<file path="src/common/qde_pkg.sv">
/*
  Package for the quick DMA event and enable block: register offsets,
  field widths, reset values and the descriptor map layout.
  Assumes a 32-bit Avalon-MM slave with word-aligned byte addresses.
*/
package qde_pkg;

  localparam int unsigned QDE_NCH        = 4;          // Quick channels
  localparam int unsigned QDE_AW         = 8;          // Register byte address width
  localparam int unsigned QDE_DW         = 32;         // Bus data width
  localparam int unsigned QDE_DESC_AW    = 9;          // Descriptor entry index width
  localparam int unsigned QDE_WORD_W     = 3;          // Word-in-entry index width

  // Register byte offsets
  localparam logic [7:0] QDE_OFS_FLAGS     = 8'h00;    // quick_event_flags, RO
  localparam logic [7:0] QDE_OFS_ENABLES   = 8'h04;    // quick_event_enables, RO
  localparam logic [7:0] QDE_OFS_EN_CLR    = 8'h08;    // quick_enable_clear, WO
  localparam logic [7:0] QDE_OFS_EN_SET    = 8'h0C;    // quick_enable_set, WO
  localparam logic [7:0] QDE_OFS_MISSED    = 8'h10;    // quick_missed_event_flags, RO
  localparam logic [7:0] QDE_OFS_MISS_CLR  = 8'h14;    // Missed-event clear, W1C
  localparam logic [7:0] QDE_OFS_SECOND    = 8'h18;    // quick_secondary_event_flags, RO
  localparam logic [7:0] QDE_OFS_SEC_CLR   = 8'h1C;    // quick_secondary_event_clear, W1C
  localparam logic [7:0] QDE_OFS_IRQ_STAT  = 8'h20;    // Interrupt status, RO
  localparam logic [7:0] QDE_OFS_IRQ_EN    = 8'h24;    // Interrupt enable, RW
  localparam logic [7:0] QDE_OFS_IRQ_CLR   = 8'h28;    // Interrupt clear, WO
  localparam logic [7:0] QDE_OFS_MAP0      = 8'h40;    // quick_channel_descriptor_map 0..3

  // Map register fields: entry index at [13:5], trigger word at [4:2]
  localparam int unsigned QDE_MAP_ENTRY_LSB = 5;
  localparam int unsigned QDE_MAP_WORD_LSB  = 2;

  // Reset values
  localparam logic [3:0]  QDE_RST_CH   = 4'h0;
  localparam logic [31:0] QDE_RST_WORD = 32'h0000_0000;
  localparam logic [31:0] QDE_UNMAPPED = 32'hDEAD_BEEF; // Read data at unmapped offsets

endpackage : qde_pkg

</file>
<file path="src/common/qde_req_if.sv">
/*
  Interface between the event block and its request arbiter: pending
  flags in, one-hot grant back. Assumes a single clock domain.
*/
`timescale 1ns/100ps
interface qde_req_if #(parameter int unsigned NCH = 4);
  logic [NCH-1:0] pend;    // Channels competing for submission
  logic           take;    // Event block accepts the grant this cycle
  logic [NCH-1:0] grant;   // One-hot winner
  modport evt (output pend, output take, input grant);
  modport arb (input pend, input take, output grant);
endinterface : qde_req_if

</file>
<file path="src/qde_arb.sv">
/*
  Round-robin picker over pending quick channels.
  Assumes pend is stable in the cycle it is sampled; grant is combinational, only the last winner is registered.
*/
`timescale 1ns/100ps
module qde_arb #(
  parameter int unsigned NCH = 4
) (
  input  wire logic i_clk_sys,   // System clock
  input  wire logic i_rst_n,     // Synchronous reset, active low
  input  wire logic i_ce,        // Clock enable
  qde_req_if.arb    req          // Pending flags and grant
);
  logic [NCH-1:0] last_q;        // Last winner, for rotation

  // Pick the first pending channel after the previous winner
  always_comb
  begin
    logic found;
    int   idx;
    found     = 1'b0;
    idx       = 0;
    req.grant = '0;
    for (int k = 1; k <= NCH; k++)
    begin
      idx = 0;
      for (int b = 0; b < NCH; b++)
        if (last_q[b])
          idx = (b + k) % NCH;
      if (!found && req.pend[idx])
      begin
        req.grant[idx] = 1'b1;
        found          = 1'b1;
      end
    end
  end

  // Remember the winner on each accepted grant
  always_ff @(posedge i_clk_sys)
  begin
    if (!i_rst_n)
      last_q <= {1'b1, {(NCH-1){1'b0}}};
    else if (i_ce && req.take && |req.grant)
      last_q <= req.grant;
  end
endmodule : qde_arb

</file>
<file path="src/qde_event_bank.sv">
/*
  Quick DMA event latching and per-channel enables, with an Avalon-MM
  register slave, missed/secondary event tracking and an interrupt.
  Assumes the trigger and link-update strobes come from logic on i_clk_sys,
  and that the transfer controller handshakes i_tr_ready on o_tr_valid.
*/
// Operation
// - Bus write to a channel's mapped trigger word sets its event flag.
// - Link update hitting a channel's mapped trigger word also sets its flag.
// - Triggers on disabled channels are ignored; flags latch only when enabled.
// - A set flag makes the channel a candidate for request submission.
// - Set flags compete in the arbiter with other pending events.
// - Same-cycle set and hardware clear leaves the flag set.
// - Coincident set/clear on an already set flag also records a miss.
// - Coincident set/clear on a clear flag leaves it set and queued.
// - Hardware clears a flag only when its request is submitted.
// - A trigger on an already set flag is dropped and marks a miss.
// - Flag register is read-only, bits 3-0, upper bits zero, resets zero.
// - Enable register is read-only, bits 3-0, one means triggers latch.
// - Writes to the enable register are ignored; use set/clear registers.
// - Writing one to enable-clear bit clears that enable; zero does nothing.
// - Writing one to enable-set bit sets that enable; zero does nothing.
// - Writing one to secondary-clear clears that flag and secondary bit.
// - While secondary bit is set, no further events on that channel prioritised.
`timescale 1ns/100ps
module qde_event_bank
  import qde_pkg::*;
#(
  parameter int unsigned NCH = qde_pkg::QDE_NCH
) (
  input  wire logic                          i_clk_sys,     // 200 MHz system clock
  input  wire logic                          i_rst_n,       // Synchronous reset, active low
  input  wire logic                          i_ce,          // Clock enable, freezes state
  // Avalon-MM slave
  input  wire logic [qde_pkg::QDE_AW-1:0]    i_avs_address, // Byte address
  input  wire logic                          i_avs_read,    // Read request
  input  wire logic                          i_avs_write,   // Write request
  input  wire logic [qde_pkg::QDE_DW-1:0]    i_avs_writedata, // Write data
  input  wire logic [3:0]                    i_avs_byteenable, // Byte lanes
  output logic [qde_pkg::QDE_DW-1:0]         o_avs_readdata, // Read data
  output logic                               o_avs_waitrequest, // Stall
  // Descriptor memory write observers (any master, and link update)
  input  wire logic                          i_desc_wr,     // Master wrote a descriptor word
  input  wire logic [qde_pkg::QDE_DESC_AW-1:0] i_desc_entry, // Entry written
  input  wire logic [qde_pkg::QDE_WORD_W-1:0]  i_desc_word,  // Word within entry
  input  wire logic                          i_link_wr,     // Link update wrote a word
  input  wire logic [qde_pkg::QDE_DESC_AW-1:0] i_link_entry, // Entry written by link
  input  wire logic [qde_pkg::QDE_WORD_W-1:0]  i_link_word,  // Word written by link
  // Transfer request toward the transfer controller
  output logic                               o_tr_valid,    // Request offered
  output logic [NCH-1:0]                     o_tr_chan,     // One-hot channel
  input  wire logic                          i_tr_ready,    // Request submitted
  output logic                               o_irq          // Level interrupt
);

  qde_req_if #(.NCH(NCH)) req ();

  logic [NCH-1:0] flags_q;       // quick_event_flags
  logic [NCH-1:0] enables_q;     // quick_event_enables
  logic [NCH-1:0] missed_q;      // quick_missed_event_flags
  logic [NCH-1:0] second_q;      // quick_secondary_event_flags
  logic [NCH-1:0] irq_stat_q;    // Sticky: bit n = miss on channel n
  logic [NCH-1:0] irq_en_q;      // Interrupt enable
  logic [31:0]    map_q [NCH];   // quick_channel_descriptor_map
  logic [NCH-1:0] trig;          // Raw triggers this cycle
  logic [NCH-1:0] trig_ok;       // Triggers on enabled channels
  logic [NCH-1:0] hw_clr;        // Flag cleared by submission
  logic [NCH-1:0] sw_clr;        // Flag cleared by secondary-clear write
  logic [NCH-1:0] miss_set;      // Lost events this cycle
  logic           wr_acc;        // Write accepted this cycle
  logic           rd_acc;        // Read accepted this cycle
  logic [31:0]    wmask;         // Byte-enable mask
  logic [31:0]    wd_m;          // Masked write data
  logic           busy_q;        // Answer phase of the slave
  logic [NCH-1:0] tr_chan_q;     // Channel being offered
  logic           tr_valid_q;    // Offer in progress

  // Arbiter over pending, non-blocked flags
  qde_arb #(.NCH(NCH)) u_arb (
    .i_clk_sys (i_clk_sys),
    .i_rst_n   (i_rst_n),
    .i_ce      (i_ce),
    .req       (req)
  );

  // Byte-enable mask and masked data
  always_comb
  begin
    for (int b = 0; b < 4; b++)
      wmask[8*b +: 8] = {8{i_avs_byteenable[b]}};
    wd_m = i_avs_writedata & wmask;
  end

  // Slave takes each request after one wait cycle
  assign wr_acc = i_ce && i_avs_write && busy_q;
  assign rd_acc = i_ce && i_avs_read && busy_q;

  // Trigger match per channel, against map entry and trigger word
  generate
    for (genvar n = 0; n < NCH; n++)
    begin : g_trig
      logic [QDE_DESC_AW-1:0] ent;
      logic [QDE_WORD_W-1:0]  wrd;
      assign ent = map_q[n][QDE_MAP_ENTRY_LSB +: QDE_DESC_AW];
      assign wrd = map_q[n][QDE_MAP_WORD_LSB +: QDE_WORD_W];
      assign trig[n] = (i_desc_wr && i_desc_entry == ent && i_desc_word == wrd)
                     | (i_link_wr && i_link_entry == ent && i_link_word == wrd);
    end
  endgenerate

  // Pre-write enables gate this cycle's triggers
  assign trig_ok  = trig & enables_q;
  assign hw_clr   = (tr_valid_q && i_tr_ready) ? tr_chan_q : '0;
  assign sw_clr   = (wr_acc && i_avs_address == QDE_OFS_SEC_CLR) ? wd_m[NCH-1:0] : '0;
  // Already-set flag loses the new event, clear or not
  assign miss_set = trig_ok & flags_q;

  // Pending set: flags not held back by a queued secondary event
  assign req.pend = flags_q & ~second_q & {NCH{~tr_valid_q}};
  assign req.take = i_ce && !tr_valid_q;

  // Event flags: set wins over hardware and software clear
  always_ff @(posedge i_clk_sys)
  begin
    if (!i_rst_n)
      flags_q <= QDE_RST_CH;
    else if (i_ce)
      flags_q <= (flags_q & ~hw_clr & ~sw_clr) | trig_ok;
  end

  // Enables change only via set and clear registers
  always_ff @(posedge i_clk_sys)
  begin
    if (!i_rst_n)
      enables_q <= QDE_RST_CH;
    else if (wr_acc && i_avs_address == QDE_OFS_EN_CLR)
      enables_q <= enables_q & ~wd_m[NCH-1:0];
    else if (wr_acc && i_avs_address == QDE_OFS_EN_SET)
      enables_q <= enables_q | wd_m[NCH-1:0];
  end

  // Missed events: hardware set beats software clear
  always_ff @(posedge i_clk_sys)
  begin
    if (!i_rst_n)
      missed_q <= QDE_RST_CH;
    else if (i_ce)
    begin
      if (wr_acc && i_avs_address == QDE_OFS_MISS_CLR)
        missed_q <= (missed_q & ~wd_m[NCH-1:0]) | miss_set;
      else
        missed_q <= missed_q | miss_set;
    end
  end

  // Secondary flags: set on grant, cleared on submission or by software
  always_ff @(posedge i_clk_sys)
  begin
    if (!i_rst_n)
      second_q <= QDE_RST_CH;
    else if (i_ce)
      second_q <= (second_q & ~hw_clr & ~sw_clr)
                | ((req.take) ? req.grant : '0);
  end

  // Request offer to the transfer controller
  always_ff @(posedge i_clk_sys)
  begin
    if (!i_rst_n)
    begin
      tr_valid_q <= 1'b0;
      tr_chan_q  <= QDE_RST_CH;
    end
    else if (i_ce)
    begin
      // Withdraw in the cycle the software clear lands, unless a trigger re-sets the flag
      if (tr_valid_q && (i_tr_ready || !(|(tr_chan_q & ((flags_q & ~sw_clr) | trig_ok)))))
        tr_valid_q <= 1'b0;                                   // Done, or withdrawn
      else if (!tr_valid_q && |req.grant)
      begin
        tr_valid_q <= 1'b1;
        tr_chan_q  <= req.grant;
      end
    end
  end

  // Interrupt status, enable and map registers
  always_ff @(posedge i_clk_sys)
  begin
    if (!i_rst_n)
    begin
      irq_stat_q <= QDE_RST_CH;
      irq_en_q   <= QDE_RST_CH;
      for (int n = 0; n < NCH; n++)
        map_q[n] <= QDE_RST_WORD;
    end
    else if (i_ce)
    begin
      if (wr_acc && i_avs_address == QDE_OFS_IRQ_CLR)
        irq_stat_q <= (irq_stat_q & ~wd_m[NCH-1:0]) | miss_set;
      else
        irq_stat_q <= irq_stat_q | miss_set;
      if (wr_acc && i_avs_address == QDE_OFS_IRQ_EN)
        irq_en_q <= wd_m[NCH-1:0];
      for (int n = 0; n < NCH; n++)
        if (wr_acc && i_avs_address == QDE_OFS_MAP0 + 8'(4 * n))
          map_q[n] <= (map_q[n] & ~wmask) | wd_m;
    end
  end

  // Slave handshake: one wait cycle, then accept
  always_ff @(posedge i_clk_sys)
  begin
    if (!i_rst_n)
      busy_q <= 1'b0;
    else if (i_ce)
      busy_q <= (i_avs_read || i_avs_write) && !busy_q;
  end

  // Read data, registered, valid at the accepting edge
  always_ff @(posedge i_clk_sys)
  begin
    if (!i_rst_n)
      o_avs_readdata <= QDE_RST_WORD;
    else if (i_ce && i_avs_read && !busy_q)
    begin
      o_avs_readdata <= QDE_RST_WORD;
      unique case (i_avs_address)
        QDE_OFS_FLAGS:    o_avs_readdata[NCH-1:0] <= flags_q;
        QDE_OFS_ENABLES:  o_avs_readdata[NCH-1:0] <= enables_q;
        QDE_OFS_EN_CLR,
        QDE_OFS_EN_SET,
        QDE_OFS_MISS_CLR,
        QDE_OFS_SEC_CLR,
        QDE_OFS_IRQ_CLR:  o_avs_readdata <= QDE_RST_WORD;
        QDE_OFS_MISSED:   o_avs_readdata[NCH-1:0] <= missed_q;
        QDE_OFS_SECOND:   o_avs_readdata[NCH-1:0] <= second_q;
        QDE_OFS_IRQ_STAT: o_avs_readdata[NCH-1:0] <= irq_stat_q;
        QDE_OFS_IRQ_EN:   o_avs_readdata[NCH-1:0] <= irq_en_q;
        default:
        begin
          o_avs_readdata <= QDE_UNMAPPED;
          for (int n = 0; n < NCH; n++)
            if (i_avs_address == QDE_OFS_MAP0 + 8'(4 * n))
              o_avs_readdata <= map_q[n];
        end
      endcase
    end
  end

  // Registered outputs
  always_ff @(posedge i_clk_sys)
  begin
    if (!i_rst_n)
    begin
      o_avs_waitrequest <= 1'b1;
      o_irq             <= 1'b0;
    end
    else if (i_ce)
    begin
      o_avs_waitrequest <= !((i_avs_read || i_avs_write) && !busy_q);
      o_irq             <= |(irq_stat_q & irq_en_q);
    end
  end

  assign o_tr_valid = tr_valid_q;
  assign o_tr_chan  = tr_chan_q;

endmodule : qde_event_bank
</file>
<file path="config.mk">
export PLATFORM = sky130hd
export DESIGN_NAME = qde_event_bank
export DESIGN_NICKNAME = d
export VERILOG_FILES = /design/src/common/qde_pkg.sv /design/src/common/qde_req_if.sv /design/src/qde_arb.sv /design/src/qde_event_bank.sv
export SDC_FILE = /design/constraint.sdc
export NUM_CORES = 1
export LEC_CHECK = 0
export BUFFER_PORTS_ARGS = -buffer_cell sky130_fd_sc_hd__buf_4
export CORE_MARGIN = 2
export CORE_UTILIZATION = 54
export CTS_CLUSTER_DIAMETER = 60
export DETAILED_ROUTE_END_ITERATION = 10
export PLACE_DENSITY_LB_ADDON = 0.08
export RECOVER_POWER = 25
export SYNTH_ARGS = -nofsm -noshare
export SYNTH_HDL_FRONTEND = slang
export SYNTH_SLANG_ARGS = --single-unit
</file>
<file path="constraint.sdc">
create_clock -name i_clk_sys -period 4.3 [get_ports i_clk_sys]
set_input_delay 0 -clock i_clk_sys [delete_from_list [all_inputs] [get_ports i_clk_sys]]
set_output_delay 0 -clock i_clk_sys [all_outputs]
set_load 0.1 [all_outputs]
</file>
After elaboration in Yosys (flattened, before gate mapping)

Memories as Yosys holds them, arrays and structs flattened.
Index checks and enable logic that the tools add are counted.

Word-level logic and storage cells: 243
Output and inout port bits: 39
Flip-flop bits (word level): 68
Bits in writable memories: 128
Input bits: 76
Memories kept: 1

Memory list:

| name  | words | width | read ports | clocked after Yosys merged registers in | wr ports | line                 | text |
|---|---|---|---|---|---|---|---|
| map_q | 4     | 32    | 4          | 0                                       | 4        | qde_event_bank.sv:64 | `logic [31:0] map_q [NCH];` |

Multiplexer cells: 78
Bitwise gates (word level): 49
Reductions and logical operators: 64
Eq/ne operators: 30
Order comparisons: 8

Operators by type and width:

| kind                                                                                  | number |
|---|---|
| 32-bit two-way mux                                                                    | 11 |
| 32-bit AND                                                                            | 5 |
| 32-bit OR                                                                             | 4 |
| 9-bit == test                                                                         | 8 |
| 4-bit AND                                                                             | 14 |
| 1-bit logical AND                                                                     | 44 |
| 4-bit two-way mux                                                                     | 11 |
| 4-bit OR                                                                              | 11 |
| 1-bit two-way mux                                                                     | 36 |
| 8-bit by 5-bit == test with 1-bit output (second input constant)                      | 4 |
| 8-bit by 7-bit == test with 1-bit output (second input constant)                      | 4 |
| 32-bit by 1-bit greater-or-equal comparator with 1-bit output (second input constant) | 1 |
| 32-bit by 4-bit less-than comparator with 1-bit output (second input constant)        | 1 |
| 32-bit NOT                                                                            | 1 |
| 28-bit two-way mux                                                                    | 1 |
| 4-bit case mux with 7 select lines                                                    | 1 |
| 3-bit == test                                                                         | 8 |
| 8-bit by 6-bit == test with 1-bit output (second input constant)                      | 3 |
| 2-bit two-way mux                                                                     | 10 |
| 8-bit by 4-bit == test with 1-bit output (second input constant)                      | 2 |
| 4-bit NOT                                                                             | 4 |
| 4-bit OR reduction                                                                    | 3 |
| 11-bit OR reduction                                                                   | 1 |
| 2-bit by 3-bit less-than comparator with 1-bit output (second input constant)         | 3 |
| 13 further kinds                                                                      | 38 |

Depth between registers and ports, before layout

Depth after elaboration: 21
Depth in mapped cells: 9
Mapped depth without buffers: 7

Hierarchy

A second synthesis with hierarchy kept.

Cell total of the unflattened synthesis: 1,154
Area total of the unflattened synthesis: 11,086.9 µm²

By module, submodules not included:

| module         | area each (µm²) | times used | seq. area each (µm²) | cells each |
|---|---|---|---|---|
| qde_event_bank | 10,380.0        | 1          | 5,124.9              | 1,051 |
| qde_arb        | 706.9           | 1          | 80.1                 | 103 |

Least setup slack after synthesis

Ideal clock, no wire load.

Path type: input -> register
From: input port i_avs_address[5] (netlist name)
To: memory map_q[3][0] (enable)
Library setup time: 0.466 ns
Path slack: 0.178 ns
Required time: 3.834 ns
Stages on the path: 6
Buffers on the path: 3
Arrival time: 3.656 ns
Cells stage by stage: or4b_1 > clkbuf_1 > or3_1 > clkbuf_1 > buf_2 > o21ai_0

RTL lines:

| item               | line                 | text |
|---|---|---|
| start: declaration | qde_event_bank.sv:35 | `input wire logic [qde_pkg::QDE_AW-1:0] i_avs_address,` |
| end: declaration   | qde_event_bank.sv:64 |  |

==> results by group <==
Run status
  • Status: finished, violations left
  • Failing checks: max-capacitance violations, max-slew violations

Global routing
  • Gr ovfl total: 0
  • Total track usage: 0.3067
  • Initial antenna violation count: 0
  • Largest net degree at the start of global routing: 48
  • First-pass GRT wire length: 47.96 mm
  • Vias in the first global route: 8617

Logic synthesis
  • Synth Register Bits: 196
  • Most numerous cell in the Yosys netlist: a21oi_1
  • Synthesis Warnings: 0
  • Cell type with the highest aggregate area in the netlist: edfxtp_1
  • Mapped Cells: 1090
  • Post-Syn Nets: 1166
  • Synth top area share: 0.3681
  • Post-synth ARST share: 0
  • Main area contributors after synthesis: edfxtp_1 37%, dfxtp_1 13%, a21oi_1 8.3%, nand2b_1 7.9%, xnor2_1 6.3%
  • Ys flop type: edfxtp_1
  • Area of the mapped netlist: 10440 sq um
  • Post-synth EDFFs: 128
  • Avg Cell Area, Syn: 9.580 sq um
  • Library cells used by synthesis: 55
  • Sequential fraction of the synthesis area: 0.4984
  • Most instantiated cells after synthesis: 174 x a21oi_1, 132 x nand2b_1, 128 x edfxtp_1, 78 x clkbuf_1, 75 x xnor2_1

Worst setup path
  • CP startpoint kind: primary input
  • R2r startpoint: busy_q
  • Slowest stage cell, crit path: clkbuf_1
  • WP buf/inv: 3
  • Max incr delay on CP: 1.42 ns
  • Crit path max-delay family: buffers and inverters
  • CP cell instances: dlygate4sd3_1 > clkbuf_1 > nand3_1 > buf_4 > a21oi_1
  • Worst Path Arrival: 3.74 ns
  • Setup CP Type: primary input to register
  • Critical path startpoint: i_rst_n
  • Worst path required time: 4.59 ns
  • Crit Path Max Fanout: 34
  • Critical path endpoint category: register

Timing
  • Worst slew margin: -0.3317
  • Setup tns final: 0 ns
  • RSZ-0062 raised after global routing: false
  • FMAX: 289.4 MHz
  • Finish-stage setup viols: 0
  • Worst hold margin: 0.007577 ns
  • Max Transition Viols Final: 35
  • Period utilisation layout: 0.8037
  • Post-layout min period: 3.456 ns
  • Fin. Hold Viols: 0
  • Final setup margin: 0.8442 ns
  • Transition time of the tightest slew-check pin: 1.998 ns
  • Clk_skew: 0.008437 ns

Final layout
  • Fillers: 1633
  • Share of layout cells above drive strength 1: 0.1189
  • P&R area growth vs syn: 15.50%
  • Diode count: 0
  • Multi-input logic area: 4927 sq um
  • Post-route cell area: 12060 sq um
  • Share of the core filled with cells: 0.6405
  • Post-route insts no fill: 1446
  • Nets: 1249
  • Register area: 5205 sq um

Floorplan
  • Die area: 20470 sq um
  • Core area: 18830 sq um
  • Rows: 50
  • Num ports: 115
  • Die Height: 143.1 um
  • Starting density of the core: 0.5546
  • Die Width: 143.1 um

Pwr
  • Maximum VDD drop: 0.2868 mV
  • Internal power: 2.998 mW
  • Leakage dissipation: 4.052 nW
  • Clock power share: 0.359
  • Total power: 4.188 mW
  • Sw Ratio: 0.2841
  • Psw: 1.190 mW
  • PwrDens: 347.2 nW/um^2
  • Combinational Power Share: 0.133
  • Part of the power in registers: 0.507

Clock tree
  • Clock Latency Late Sink: 0.44 ns
  • Root Buffer: clkbuf_16
  • CTS Sinks: 196
  • Cts hold-fix bufs: 21
  • Num CTS Buffers: 17
  • CTS max path bufs: 2
  • CTS tree: built
  • Worst-path clk slew: 0.07 ns
  • Cts repair resizes: 0
  • Post CTS Setup Buffer Count: 0
  • H-tree depth: 4

Routing
  • Vias per cell: 6.111
  • Total wire length: 30.88 mm
  • Pre-Repair DR Iteration Count: 6
  • Drt initial violations: 1094
  • Post-route DRC: 0
  • Drt wl/cell: 21.36 um
  • Routed vias: 8836
  • Remaining antenna violation count: 0

Place
  • DP Worst Slack: 1.145 ns
  • Placed Area: 11460 sq um
  • Detailed placement HPWL: 21.17 mm
  • Inst Count DP: 1393
  • IO buf count: 114
  • Routability Congestion: 0.9142

Min path
  • Hold Path Class: primary input to register
  • Worst Hold Launch: i_avs_writedata[30]

Run
  • Max Cap Viol: 1
power groups by stage:
| stage | clock network [mW] | registers (mW) | logic [mW] |
|---|---|---|---|
| after floorplan | 0 | 2.30 | 0.231 |
| after global placement | 0 | 2.16 | 0.554 |
| after detailed placement | 0 | 2.17 | 0.556 |
| after CTS | 1.52 | 2.12 | 0.573 |
| after global routing | 1.59 | 2.13 | 0.595 |
| final | 1.50 | 2.13 | 0.558 |
worst paths after layout:
check	to	slack, ns	cells after the start
worst max-delay path	map_q[2][14]	0.84	5
worst min-delay path	map_q[2][30]	0.008	3
worst max register to register	o_tr_valid	1.75	7
worst min register to register	irq_en_q[1]	0.48	2
worst min-delay path, delay by kind of cell:
kind,cells,cell delay (ns)
compound gates,1,0.14
simple gates,1,0.11
buf+inv,1,0.08
cell families (layout without fill, tap and decap cells):
family | Yosys count | in the layout | synth area share
XOR/XNOR | 96 | 96 | 0.08052
AND/OR/NAND/NOR | 364 | 364 | 0.1918
flip-flops | 196 | 196 | 0.4984
AO/OA/AOI/OAI | 336 | 336 | 0.1884
multiplexers | 5 | 5 | 0.005991
buffers and inverters | 93 | 189 | 0.03487
cell usage in the layout, fill, tap and decap left out, drive strengths merged, types with 5 or more instances in the layout:
master / instances
edfxtp: 128
or3: 5
xor2: 21
clkbuf: 58
clkinv: 5
inv: 14
o21ai: 40
nand4: 16
a21oi: 174
o22ai: 49
a22oi: 26
nand2: 60
dfxtp: 68
nand2b: 132
buf: 90
a31oi: 13
nand3: 31
xnor2: 75
nor4: 31
nor2: 51
dlygate4sd3: 21
o211ai: 7
nor3: 10
cell type report:
type	instances	share of cell area
tap	260	0.02697
inverter	5	0.001556
sequential	196	0.4315
clock buffer	17	0.03527
clock inverter	15	0.009958
timing repair buffer	152	0.08620
multi-input combinational	801	0.4085
layer usage:
metal  global-route usage  wire, um
met1               0.4293     13260
met2               0.4981     14710
met3              0.04225      2209
met4              0.09171       702
met5                    0         0
state kept, by name, summed over array words and instances (netlist names), named ones only:
name               flops
busy_q                 1
flags_q                4
irq_en_q               4
irq_stat_q             4
map_q                128
missed_q               4
o_avs_readdata        32
o_avs_waitrequest      1
o_irq                  1
o_tr_chan              4
o_tr_valid             1
second_q               4
u_arb.last_q           4
No activity file was read; power rests on OpenSTA's default activity.
